**config.mk**
```make
export PLATFORM = sky130hd
export DESIGN_NAME = cdrm_bank
export DESIGN_NICKNAME = d
export VERILOG_FILES = /design/src/hdl/cdrm_pkg.sv /design/src/hdl/cdrm_pump_if.sv /design/src/hdl/cdrm_bank.sv /design/src/hdl/cdrm_pump_gen.sv
export VERILOG_INCLUDE_DIRS = /design/src /design/src/hdl
export SDC_FILE = /design/constraint.sdc
export NUM_CORES = 1
export LEC_CHECK = 0
export ABC_AREA = 1
export BUFFER_PORTS_ARGS = -buffer_cell sky130_fd_sc_hd__buf_2
export CAP_MARGIN = 20
export CORE_AREA = 3 3 190 192
export CTS_CLUSTER_SIZE = 16
export DETAILED_ROUTE_END_ITERATION = 8
export DIE_AREA = 0 0 193 195
export HOLD_SLACK_MARGIN = 0.08
export MAX_ROUTING_LAYER = met4
export PLACE_DENSITY_LB_ADDON = 0.12
export SYNTH_ARGS = -nofsm -noshare
export SYNTH_HDL_FRONTEND = slang
export SYNTH_SLANG_ARGS = --single-unit
```
**constraint.sdc**
```tcl
create_clock -name sys_clk -period 2.6 [get_ports sys_clk]
set_input_delay 0.52 -clock sys_clk [delete_from_list [all_inputs] [get_ports sys_clk]]
set_output_delay 0.52 -clock sys_clk [all_outputs]
set_load 0.05 [all_outputs]
```
**src/hdl/cdrm_map.svh**
```systemverilog
// Register offsets, field positions, reset values, command codes and clock frequencies of the control and diagnostic bank
`ifndef CDRM_MAP_SVH
`define CDRM_MAP_SVH

`define CDRM_ADDR_PUMP_SPREAD    12'h010F
`define CDRM_ADDR_ACCESS_LOCK    12'h0200
`define CDRM_ADDR_DIAG0          12'h0201
`define CDRM_ADDR_DIAG1          12'h0202
`define CDRM_ADDR_DIAG2          12'h0203
`define CDRM_ADDR_DIAG3          12'h0204
`define CDRM_ADDR_STATUS0        12'h0205
`define CDRM_ADDR_STATUS1        12'h0206
`define CDRM_ADDR_STATUS2        12'h0207
`define CDRM_ADDR_RESET_CMD      12'h0300
`define CDRM_ADDR_DUTY_LOW       12'h0301
`define CDRM_ADDR_DUTY_HIGH      12'h0302
`define CDRM_ADDR_INT_CTL_A      12'h0303
`define CDRM_ADDR_INT_CTL_B      12'h0304
`define CDRM_ADDR_INT_CTL_C      12'h0305
`define CDRM_ADDR_STATUS_SEL     12'h0306
`define CDRM_ADDR_AUX_LOW        12'h0307
`define CDRM_ADDR_AUX_HIGH       12'h0308
`define CDRM_ADDR_NV_CMD         12'h0400
`define CDRM_ADDR_NV_READBACK    12'h0401

`define CDRM_SPREAD_EN_BIT       4
`define CDRM_HOP_MSB             3
`define CDRM_HOP_LSB             2
`define CDRM_SPREAD_WMASK        8'h1C
`define CDRM_LOCK_CSUM_BIT       2
`define CDRM_LOCK_NV_BIT         1
`define CDRM_LOCK_MAIN_BIT       0
`define CDRM_BRAKE_BIT           7
`define CDRM_DUTY_HIGH_WMASK     8'h83
`define CDRM_STATUS_SOURCE_SELECT_WMASK       8'h0F
`define CDRM_READBACK_WMASK      8'h03
`define CDRM_DIAG1_CSUM_BIT      5

`define CDRM_RST_VALUE           8'h00

`define CDRM_CMD_WDT_RESTART     8'h00
`define CDRM_CMD_CSUM_CLEAR      8'h55
`define CDRM_CMD_LATCH_RELEASE   8'hFF
`define CDRM_CMD_NV_DOWNLOAD     8'h00
`define CDRM_CMD_NV_CHECKSUM     8'h01

`define CDRM_PUMP_FREQ_HZ        52100
`define CDRM_SYS_FREQ_HZ         10000000

`endif

```
**src/hdl/cdrm_pkg.sv**
```systemverilog
// Types shared by the control and diagnostic bank
package cdrm_pkg;
  typedef enum logic [1:0] {
    CDRM_HOP_1 = 2'b00,
    CDRM_HOP_2 = 2'b01,
    CDRM_HOP_4 = 2'b10,
    CDRM_HOP_8 = 2'b11
  } cdrm_hop_t;
endpackage : cdrm_pkg

```
**src/hdl/cdrm_pump_if.sv**
```systemverilog
// Interface between the register bank and the pump clock generator
`timescale 1ns/1ps
`default_nettype none
interface cdrm_pump_if;
  logic              spread_en;
  cdrm_pkg::cdrm_hop_t hop;
  logic              pump_clk;
  modport ctl (output spread_en, output hop, input pump_clk);
  modport gen (input spread_en, input hop, output pump_clk);
endinterface : cdrm_pump_if
`default_nettype wire

```
**src/hdl/cdrm_bank.sv**
```systemverilog
// Control and diagnostic register bank with pump spread control
`timescale 1ns/1ps
`default_nettype none
`include "cdrm_map.svh"

// How it works
// - Spread enable modulates pump clock, else fixed
// - Pump near 52.1 kHz, energy spread around it
// - Hop field picks 1/2/4/8 clocks per hop
// - Access lock is read-only, loaded from NV
// - Checksum enable gates checksum diagnostic
// - NV write-lock refuses NV-mirror register writes
// - Main write-lock refuses main register writes
// - Reset codes 00h watchdog, 55h checksum, FFh latch
// - Register duty is high two bits over low
// - Status select picks the 24-bit status
// - Low status read freezes upper two bytes
module cdrm_bank (
  input  wire logic        sys_clk,
  input  wire logic        rst,
  input  wire logic        wr_stb,
  input  wire logic        rd_stb,
  input  wire logic [11:0] addr,
  input  wire logic [7:0]  wdata,
  output logic      [7:0]  rdata,
  input  wire logic        nv_load_stb,
  input  wire logic [7:0]  nv_access_config_word,
  input  wire logic        motor_enable,
  input  wire logic        nv_busy_flag,
  input  wire logic        csum_error_event,
  input  wire logic [31:0] diag_flags_in,
  input  wire logic [15:0][23:0] status_sources,
  input  wire logic        duty_source_select,
  output logic      [9:0]  host_duty_input,
  output logic             brake_request,
  output logic      [15:0] aux_word,
  output logic             readback_enable,
  output logic             readback_level,
  output logic             checksum_check_enable,
  output logic             wdt_restart_pulse,
  output logic             latch_release_pulse,
  output logic             nv_download_pulse,
  output logic             nv_checksum_pulse,
  output logic             csum_error_flag,
  output logic             pump_switch_clock
);
  // ****************************************
  // Pin synchronisers
  // ****************************************
  logic [1:0] en_s_q;
  logic [1:0] busy_s_q;
  logic [1:0] sel_s_q;
  always_ff @(posedge sys_clk) begin
    if (rst) begin
      en_s_q   <= 2'b00;
      busy_s_q <= 2'b00;
      sel_s_q  <= 2'b00;
    end else begin
      en_s_q   <= {en_s_q[0], motor_enable};
      busy_s_q <= {busy_s_q[0], nv_busy_flag};
      sel_s_q  <= {sel_s_q[0], duty_source_select};
    end
  end

  // ****************************************
  // Storage
  // ****************************************
  logic [7:0]  spread_q;
  logic [7:0]  lock_q;
  logic [7:0]  duty_low_q;
  logic [7:0]  duty_high_q;
  logic [7:0]  ctl_a_q;
  logic [7:0]  ctl_b_q;
  logic [7:0]  ctl_c_q;
  logic [7:0]  status_source_select_q;
  logic [7:0]  aux_low_q;
  logic [7:0]  aux_high_q;
  logic [7:0]  readback_q;
  logic [15:0] stat_hold_q;
  logic        csum_err_q;

  logic main_wr_ok;
  logic nv_wr_ok;
  logic wr_main;
  logic wr_nv;
  logic [23:0] status_now;

  assign nv_wr_ok   = ~lock_q[`CDRM_LOCK_NV_BIT];
  assign main_wr_ok = ~lock_q[`CDRM_LOCK_MAIN_BIT];
  // A refused write only skips the store; the access itself completes normally
  assign wr_nv   = wr_stb && nv_wr_ok;
  assign wr_main = wr_stb && main_wr_ok;
  assign status_now = status_sources[status_source_select_q[3:0]];

  // Lock word only changes by the NV load, never from the host
  always_ff @(posedge sys_clk) begin
    if (rst)
      lock_q <= `CDRM_RST_VALUE;
    else if (nv_load_stb)
      lock_q <= nv_access_config_word & 8'h07;
  end

  // Pump spread register mirrors NV content
  always_ff @(posedge sys_clk) begin
    if (rst)
      spread_q <= `CDRM_RST_VALUE;
    else if (wr_nv && addr == `CDRM_ADDR_PUMP_SPREAD)
      spread_q <= wdata & `CDRM_SPREAD_WMASK;
  end

  always_ff @(posedge sys_clk) begin
    if (rst) begin
      duty_low_q  <= `CDRM_RST_VALUE;
      duty_high_q <= `CDRM_RST_VALUE;
      ctl_a_q     <= `CDRM_RST_VALUE;
      ctl_b_q     <= `CDRM_RST_VALUE;
      ctl_c_q     <= `CDRM_RST_VALUE;
      status_source_select_q   <= `CDRM_RST_VALUE;
      aux_low_q   <= `CDRM_RST_VALUE;
      aux_high_q  <= `CDRM_RST_VALUE;
      readback_q  <= `CDRM_RST_VALUE;
    end else if (wr_main) begin
      case (addr)
        `CDRM_ADDR_DUTY_LOW:    duty_low_q  <= wdata;
        `CDRM_ADDR_DUTY_HIGH:   duty_high_q <= wdata & `CDRM_DUTY_HIGH_WMASK;
        `CDRM_ADDR_INT_CTL_A:   ctl_a_q     <= wdata;
        `CDRM_ADDR_INT_CTL_B:   ctl_b_q     <= wdata;
        `CDRM_ADDR_INT_CTL_C:   ctl_c_q     <= wdata & 8'h03;
        `CDRM_ADDR_STATUS_SEL:  status_source_select_q   <= wdata & `CDRM_STATUS_SOURCE_SELECT_WMASK;
        `CDRM_ADDR_AUX_LOW:     aux_low_q   <= wdata;
        `CDRM_ADDR_AUX_HIGH:    aux_high_q  <= wdata;
        `CDRM_ADDR_NV_READBACK: readback_q  <= wdata & `CDRM_READBACK_WMASK;
        default:                ;
      endcase
    end
  end

  // ****************************************
  // Commands
  // ****************************************
  // Reset codes are taken at any time; the lock bits do not apply to commands
  always_ff @(posedge sys_clk) begin
    if (rst) begin
      wdt_restart_pulse   <= 1'b0;
      latch_release_pulse <= 1'b0;
    end else begin
      wdt_restart_pulse   <= wr_stb && addr == `CDRM_ADDR_RESET_CMD
                             && wdata == `CDRM_CMD_WDT_RESTART;
      latch_release_pulse <= wr_stb && addr == `CDRM_ADDR_RESET_CMD
                             && wdata == `CDRM_CMD_LATCH_RELEASE;
    end
  end

  // Host must keep the enable low and NV idle; a write otherwise is dropped as a guard
  logic nv_cmd_ok;
  assign nv_cmd_ok = wr_stb && addr == `CDRM_ADDR_NV_CMD && !en_s_q[1] && !busy_s_q[1];
  always_ff @(posedge sys_clk) begin
    if (rst) begin
      nv_download_pulse <= 1'b0;
      nv_checksum_pulse <= 1'b0;
    end else begin
      nv_download_pulse <= nv_cmd_ok && wdata == `CDRM_CMD_NV_DOWNLOAD;
      nv_checksum_pulse <= nv_cmd_ok && wdata == `CDRM_CMD_NV_CHECKSUM;
    end
  end

  // Checksum error: new error wins over clear in the same cycle
  always_ff @(posedge sys_clk) begin
    if (rst)
      csum_err_q <= 1'b0;
    else if (csum_error_event && lock_q[`CDRM_LOCK_CSUM_BIT])
      csum_err_q <= 1'b1;
    else if (wr_stb && addr == `CDRM_ADDR_RESET_CMD && wdata == `CDRM_CMD_CSUM_CLEAR)
      csum_err_q <= 1'b0;
  end

  // ****************************************
  // Read path
  // ****************************************
  // Hold keeps bytes 1 and 2 coherent with byte 0
  always_ff @(posedge sys_clk) begin
    if (rst)
      stat_hold_q <= 16'h0000;
    else if (rd_stb && addr == `CDRM_ADDR_STATUS0)
      stat_hold_q <= status_now[23:8];
  end

  always_ff @(posedge sys_clk) begin
    if (rst) begin
      rdata <= 8'h00;
    end else if (rd_stb) begin
      case (addr)
        `CDRM_ADDR_PUMP_SPREAD:  rdata <= spread_q;
        `CDRM_ADDR_ACCESS_LOCK:  rdata <= lock_q;
        `CDRM_ADDR_DIAG0:        rdata <= diag_flags_in[7:0];
        `CDRM_ADDR_DIAG1:        rdata <= diag_flags_in[15:8] | {2'b00, csum_err_q, 5'b0_0000};
        `CDRM_ADDR_DIAG2:        rdata <= diag_flags_in[23:16] & 8'h3F;
        `CDRM_ADDR_DIAG3:        rdata <= diag_flags_in[31:24] & 8'h03;
        `CDRM_ADDR_STATUS0:      rdata <= status_now[7:0];
        `CDRM_ADDR_STATUS1:      rdata <= stat_hold_q[7:0];
        `CDRM_ADDR_STATUS2:      rdata <= stat_hold_q[15:8];
        `CDRM_ADDR_DUTY_LOW:     rdata <= duty_low_q;
        `CDRM_ADDR_DUTY_HIGH:    rdata <= duty_high_q;
        `CDRM_ADDR_INT_CTL_A:    rdata <= ctl_a_q;
        `CDRM_ADDR_INT_CTL_B:    rdata <= ctl_b_q;
        `CDRM_ADDR_INT_CTL_C:    rdata <= ctl_c_q;
        `CDRM_ADDR_STATUS_SEL:   rdata <= status_source_select_q;
        `CDRM_ADDR_AUX_LOW:      rdata <= aux_low_q;
        `CDRM_ADDR_AUX_HIGH:     rdata <= aux_high_q;
        `CDRM_ADDR_NV_READBACK:  rdata <= readback_q;
        default:                 rdata <= 8'h00;
      endcase
    end
  end

  // ****************************************
  // Outputs
  // ****************************************
  // Duty word is zero when the pin path is chosen, so it never carries stale data
  always_ff @(posedge sys_clk) begin
    if (rst) begin
      host_duty_input       <= 10'h000;
      brake_request         <= 1'b0;
      aux_word              <= 16'h0000;
      readback_enable       <= 1'b0;
      readback_level        <= 1'b0;
      checksum_check_enable <= 1'b0;
      csum_error_flag       <= 1'b0;
    end else begin
      host_duty_input       <= sel_s_q[1] ? {duty_high_q[1:0], duty_low_q} : 10'h000;
      brake_request         <= duty_high_q[`CDRM_BRAKE_BIT];
      aux_word              <= {aux_high_q, aux_low_q};
      readback_enable       <= readback_q[1];
      readback_level        <= readback_q[0];
      checksum_check_enable <= lock_q[`CDRM_LOCK_CSUM_BIT];
      csum_error_flag       <= csum_err_q;
    end
  end

  // ****************************************
  // Pump clock
  // ****************************************
  cdrm_pump_if pump_bus ();
  assign pump_bus.spread_en = spread_q[`CDRM_SPREAD_EN_BIT];
  assign pump_bus.hop = cdrm_pkg::cdrm_hop_t'(spread_q[`CDRM_HOP_MSB:`CDRM_HOP_LSB]);

  cdrm_pump_gen u_pump (
    .sys_clk (sys_clk),
    .rst     (rst),
    .pump    (pump_bus.gen)
  );

  always_ff @(posedge sys_clk) begin
    if (rst)
      pump_switch_clock <= 1'b0;
    else
      pump_switch_clock <= pump_bus.pump_clk;
  end
endmodule : cdrm_bank
`default_nettype wire

```
**src/hdl/cdrm_pump_gen.sv**
```systemverilog
// Charge pump switch clock generator with optional spread spectrum
`timescale 1ns/1ps
`default_nettype none
`include "cdrm_map.svh"
module cdrm_pump_gen #(
  parameter int HALF_NOM = `CDRM_SYS_FREQ_HZ / (2 * `CDRM_PUMP_FREQ_HZ),
  parameter int SPREAD   = 8
) (
  input  wire logic sys_clk,
  input  wire logic rst,
  cdrm_pump_if.gen  pump
);
  initial begin
    if (HALF_NOM <= SPREAD || SPREAD < 1 || SPREAD > 15 || HALF_NOM > 1000)
      $error("cdrm_pump_gen: bad period parameters");
  end

  logic [9:0] cnt_q;
  logic [3:0] offs_q;
  logic       up_q;
  logic [2:0] hop_cnt_q;
  logic [9:0] half_len;
  logic       half_done;
  logic [2:0] hop_lim;
  logic       clk_q;

  // Spread varies the half period around nominal, stepping a triangle offset
  assign half_len  = pump.spread_en ? 10'(HALF_NOM - SPREAD/2) + 10'(offs_q) : 10'(HALF_NOM);
  assign half_done = (cnt_q >= half_len - 10'd1);

  always_comb begin
    case (pump.hop)
      cdrm_pkg::CDRM_HOP_1: hop_lim = 3'd0;
      cdrm_pkg::CDRM_HOP_2: hop_lim = 3'd1;
      cdrm_pkg::CDRM_HOP_4: hop_lim = 3'd3;
      cdrm_pkg::CDRM_HOP_8: hop_lim = 3'd7;
      default:              hop_lim = 3'd0;
    endcase
  end

  always_ff @(posedge sys_clk) begin
    if (rst) begin
      cnt_q <= 10'd0;
      clk_q <= 1'b0;
    end else if (half_done) begin
      cnt_q <= 10'd0;
      clk_q <= ~clk_q;
    end else begin
      cnt_q <= cnt_q + 10'd1;
    end
  end

  // Frequency hops once per 1, 2, 4 or 8 whole pump clocks
  always_ff @(posedge sys_clk) begin
    if (rst || !pump.spread_en) begin
      hop_cnt_q <= 3'd0;
      offs_q    <= 4'd0;
      up_q      <= 1'b1;
    end else if (half_done && clk_q) begin
      if (hop_cnt_q >= hop_lim) begin
        hop_cnt_q <= 3'd0;
        if (up_q && offs_q >= 4'(SPREAD))
          up_q <= 1'b0;
        else if (!up_q && offs_q == 4'd0)
          up_q <= 1'b1;
        else if (up_q)
          offs_q <= offs_q + 4'd1;
        else
          offs_q <= offs_q - 4'd1;
      end else begin
        hop_cnt_q <= hop_cnt_q + 3'd1;
      end
    end
  end

  assign pump.pump_clk = clk_q;
endmodule : cdrm_pump_gen
`default_nettype wire

```
Word-level counts from Yosys, hierarchy flattened
Cells that the tools add are included.
Cells by class
  add/sub/neg operators: 6
  magnitude comparators: 4
  equality and inequality tests: 26
  multiplexer cells: 11
  reduce and logical (&&, ||, !) cells: 40
  bitwise logic cells: 7
Operators with widths (number)
  $eq 12x10->1 const B: 17
  $pmux 8 s18: 1
  $bmux 24 s4: 1
  $eq 12x11->1 const B: 2
  $mux 24: 1
  $reduce_and 2->1: 9
  $logic_and 1x1->1: 17
  $eq 12x9->1 const B: 1
  $pmux 3 s4: 1
  $add 10x1->10 const B: 1
  $ge 10x10->1: 1
  $mux 10: 1
  $sub 10x1->10 const B: 1
  $add 7x4->8 const A: 1
  $eq 8x1->1 const B: 1
  $eq 8x7->1 const B: 1
  $eq 8x8->1 const B: 1
  $logic_not 8->1: 1
  $or 8x6->8: 1
  $not 1->1: 6
  $lt 4x5->1 const B: 1
  $add 4x1->4 const B: 1
  $eq 2x2->1 const B: 2
  $ge 4x4->1 const B: 1
  other kinds (15): 23
Storage, ports and cells
  bits of input ports: 453
  word-level logic and storage cells: 128
  register bits: 143
  output and inout bits: 44

Longest topological paths before layout
  depth in word-level cells: 6
  depth in mapped cells: 17
  gate-level depth less buffers: 17

Hierarchy
A second synthesis with hierarchy kept.
Unflattened totals
  cell total of the unflattened synthesis: 1646
  area, all modules: 10313.6 um2
Modules (own cells, without submodules)
  cdrm_bank: area each 9033.7 um2, instances 1, sequential area each 2482.4 um2, cells each 1472
  cdrm_pump_gen: area each 1280.0 um2, instances 1, sequential area each 380.4 um2, cells each 174

Worst setup path after synthesis
OpenSTA, ideal clock, no wires.
  path type: reg2reg
  from: register u_pump.offs_q[0]
  to: register u_pump.cnt_q[2]
  stages on the path, launching flop included: 14
  setup slack: 0.036 ns
  required time: 2.520 ns
  library setup time: 0.080 ns
  path buffers: 1
  arrival: 2.485 ns
  period minus slack after synthesis: 2.564 ns
  path through: dfxtp_1 inv_1 ha_1 or2_2 nand4_1 o21ai_0 ha_1 a21oi_1 o21ai_0 nand2_1 nand4_1 or2_2 buf_2 nor3b_1
Between the ends
  word-level cells in the longest chain between the ends: 5
Ends and longest elaborated chain
  from (decl): line cdrm_pump_gen.sv:19  | logic [3:0] offs_q;
  from (signal assigned): line cdrm_pump_gen.sv:67  | offs_q <= offs_q + 4'd1;
  from (signal assigned): line cdrm_pump_gen.sv:69  | offs_q <= offs_q - 4'd1;
  $add 7x4->8: line cdrm_pump_gen.sv:28  | assign half_len = pump.spread_en ? 10'(HALF_NOM - SPREAD/2) + 10'(offs_q) : 10'(HALF_NOM);
  $mux 10: line cdrm_pump_gen.sv:28
  $sub 10x1->10: line cdrm_pump_gen.sv:29  | assign half_done = (cnt_q >= half_len - 10'd1);
  $ge 10x10->1: line cdrm_pump_gen.sv:29
  $reduce_or 2->1 (no source line)
  to (signal assigned): line cdrm_pump_gen.sv:49  | cnt_q <= cnt_q + 10'd1;
  to (decl): line cdrm_pump_gen.sv:18  | logic [9:0] cnt_q;
No other way between the ends.
A chain may end at the register's enable or synchronous reset.

Final worst setup path
  from: register u_pump.offs_q[1]
  to: register u_pump.offs_q[2]
Between the ends
  word-level cells in the longest chain between the ends: 6
  elaborated cells between the ends (all ways): 15
  those cells by class: 4 x add/sub; 2 x order compare; 2 x mux; 2 x bitwise; 5 x reduce/logical
Ends and longest elaborated chain
  $add 7x4->8: line cdrm_pump_gen.sv:28
  $mux 10: line cdrm_pump_gen.sv:28
  $sub 10x1->10: line cdrm_pump_gen.sv:29
  $ge 10x10->1: line cdrm_pump_gen.sv:29
  $logic_and 1x1->1: line cdrm_pump_gen.sv:59  | end else if (half_done && clk_q) begin
  $reduce_and 4->1 (no source line)
Several ways; a longest one is shown, not always the timed one.

==> results.ini <==
[run_status]
status=finished clean

[synth]
synth_xor_area_frac=0.00591
ys_warn_count=0
synth_area_per_cell_sq_um=6.18
synth_top_family_by_area=simple AND/OR/NAND/NOR gates
ys_seq_area_frac=0.276
synthMuxAreaShare=0
synth-compound-area-share=0.245
synthCells=1679
ys_types=42
synth-simple-area-share=0.328
syn_area_sq_um=10400
synthAdderAreaFrac=0.0224
ys_ff_latch=143

[timing]
worst_slew_pin_slew_ns=0.701
rsz0062_at_grt=true
finalSetupViolations=0
period_share=0.951
max_freq_ghz=0.404
fin_crit_ns=2.47
slew_headroom=0.532
fin_skew_ns=0.00837
setup_slack_ns=0.127
fin_tns_setup_ns=0
finalMaxSlewViolations=0
finalHoldViolCount=0

[pwr]
peakVddDrop_mv=0.395
fin_total_pwr_mw=5.53
p_per_area_nw_per_um2=396
power_leakage_nw=6.56

[setup_path]
path_max_fanout=4
cp_slowest_cell=dfxtp_2
slowest_delay_ns=0.35
end_kind=flop
start_kind=flop
crit_top_cell=nand4_1
arrival_ns=2.79
required_ns=2.91
crit_chain=inv_4, ha_4, nand2_2, inv_2, nand4_1, xor2_1, ha_1, nand2_2, nor2_1, nand4_1, nand4_1, nand4_1, buf_4, nand2_1, a21oi_1
path_class=flop to flop

[clock_network]
cts_root_buf=clkbuf_16
htree_levels=4
clk_latency_ns=0.43
tritoncts=done
numCtsBuffers=17
clock-sinks=143
clk_path_buf_depth=2
clkTransAtPathRegs_ns=0.07
postCtsHoldBufs=0

[global_route]
grt_pass1_vias=12600
antenna_found_initial=26
grt.total_usage=0.278
grt_max_degree=162
grt_pass1_wl_mm=76.2
grt_overflow=0

[drt]
dr.first_iter.drc_count=808
vias=13200
first_pass_iters=5
final_antenna_net_count=0
drt-total-wl_mm=52.8
route.detailed.drc=0
viasPerCell=5.06
wl_per_cell_microns=20.3

[floorplanning]
start_util=0.300
coreArea_sq_um=34500
die-height_microns=195
die_w_microns=193
fp.dieArea_sq_um=37600
rows=68
io_pins=497

[placement]
place_hpwl_mm=42.1
gp_congestion=0.941
port_buffers=483
post-place-ws_ns=-0.0174

[job]
max-cap-violations=0

[finish]
drive_gt1_frac=0.305
syn2layout_area_growth_pct=34.6
fin_nets=2581

[worst_hold_path]
min_path_type=input pin to flop

[sequential cells by signal, summed over array words and instances (netlist names), 4 cells and up]
| name | cells |
|---|---|
| u_pump.cnt_q | 10 |
| aux_low_q | 8 |
| status_source_select_q | 4 |
| aux_high_q | 8 |
| ctl_a_q | 8 |
| stat_hold_q | 16 |
| duty_low_q | 8 |
| aux_word | 16 |
| ctl_b_q | 8 |
| host_duty_input | 10 |
| u_pump.offs_q | 4 |
| rdata | 8 |
[metrics by stage]
stage,hold slack [ns],instances,cell area (sq um),utilization
finish,0.294,2599,14000,0.404
global route,0.284,2597,14000,0.404
CTS,0.283,2575,13800,0.399
detailed placement,0.393,2542,13200,0.381
global placement,0.397,2542,13200,0.381
floorplan,0.388,1681,10400,-
[power by group]
part / switching [mW] / internal, mW / total, mW / leakage, nW
clock: 1.14 / 1.47 / 2.61 / 0.299
sequential: 0.0103 / 2.20 / 2.21 / 1.16
combinational: 0.365 / 0.340 / 0.704 / 5.10
[cell type report]
type	instances	area [sq um]
diodes	21	52.6
clock buffers	17	425
clock inverters	15	189
fillers	3860	20600
inverters	173	659
multi-input cells	1246	6330
flip-flops and latches	143	2870
well taps	455	569
repair buffers	529	2870
[synth_stat cells (all sizes together)]
cell,instances,share of area
ha,17,0.021
nor2,328,0.13
o221ai,43,0.036
or2,7,0.0042
xnor2,2,0.0017
o211ai,39,0.028
fa,1,0.0019
inv,171,0.062
o2111ai,1,0.00084
o31ai,1,0.00072
nand3,177,0.087
buf,63,0.039
a31o,1,0.00084
nor4,2,0.0012
nor3b,3,0.0022
clkbuf,56,0.020
clkinv,2,0.00084
xor2,5,0.0042
nand2,225,0.085
nor3,6,0.0034
a21oi,92,0.045
conb,1,0.00036
nand4,22,0.013
o22ai,24,0.014
o21ai,245,0.12
nand3b,1,0.00072
a21boi,1,0.00072
dfxtp,143,0.28
[cells by family (layout without fill, tap and decap cells)]
| group | Yosys count | in the layout |
|---|---|---|
| AND/OR/NAND/NOR | 771 | 771 |
| flip-flops | 143 | 143 |
| adder cells (fa/ha/maj) | 18 | 18 |
| AO/OA/AOI/OAI | 447 | 447 |
| other | 1 | 24 |
| buffers and inverters | 292 | 734 |
| XOR/XNOR | 7 | 7 |
[cell usage in the layout, fill, tap and decap left out, types with 22 or more instances in the layout]
cell type | synthesis | final
nand2_1 | 213 | 208
o211ai_1 | 39 | 39
o21ai_0 | 224 | 221
dfxtp_1 | 143 | 137
a21oi_1 | 91 | 87
buf_2 | 33 | 483
buf_4 | 13 | 37
nand4_1 | 22 | 22
o21ai_1 | 21 | 23
nor2_1 | 307 | 305
o22ai_1 | 24 | 24
inv_1 | 162 | 155
o221ai_1 | 43 | 43
nand3_1 | 173 | 172
[layer usage]
layer / part of all wire / vias to the layer above / GRT usage
met5: 0 / - / -
met4: 0.021 / 0 / 0.0739
met3: 0.085 / 58 / 0.0781
met2: 0.47 / 507 / 0.446
met1: 0.42 / 6064 / 0.344
li1: - / 6527 / -
[what timing repair did]
action / in CTS / in global routing
pin swaps: 1 / 15
endpoints found under the setup margin: 7 / 17
gates resized for setup: 1 / 34
cloned: 0 / 0
buffers inserted: 1 / 3
[final timing paths]
path / from / endpoint / slack, ns / cells past startpoint
setup reg to reg: u_pump.offs_q[1] / u_pump.offs_q[2] / 0.13 / 15
setup / recovery: u_pump.offs_q[1] / u_pump.offs_q[2] / 0.13 / 15
hold / removal: nv_busy_flag / busy_s_q[0] / 0.29 / 3
hold reg to reg: sel_s_q[0] / sel_s_q[1] / 0.40 / 2
[critical path, delay by kind of cell (launching register included)]
kind                       cells  cell delay, ns
adders and majority gates      2            0.58
xor gates and xnor gates       1            0.18
buffers and inverters          3            0.32
AOI/OAI and AO/OA              1            0.06
and+or+nand+nor                8            0.87
DFF                            1            0.35
Note: power is estimated with default switching activity, not from simulation.
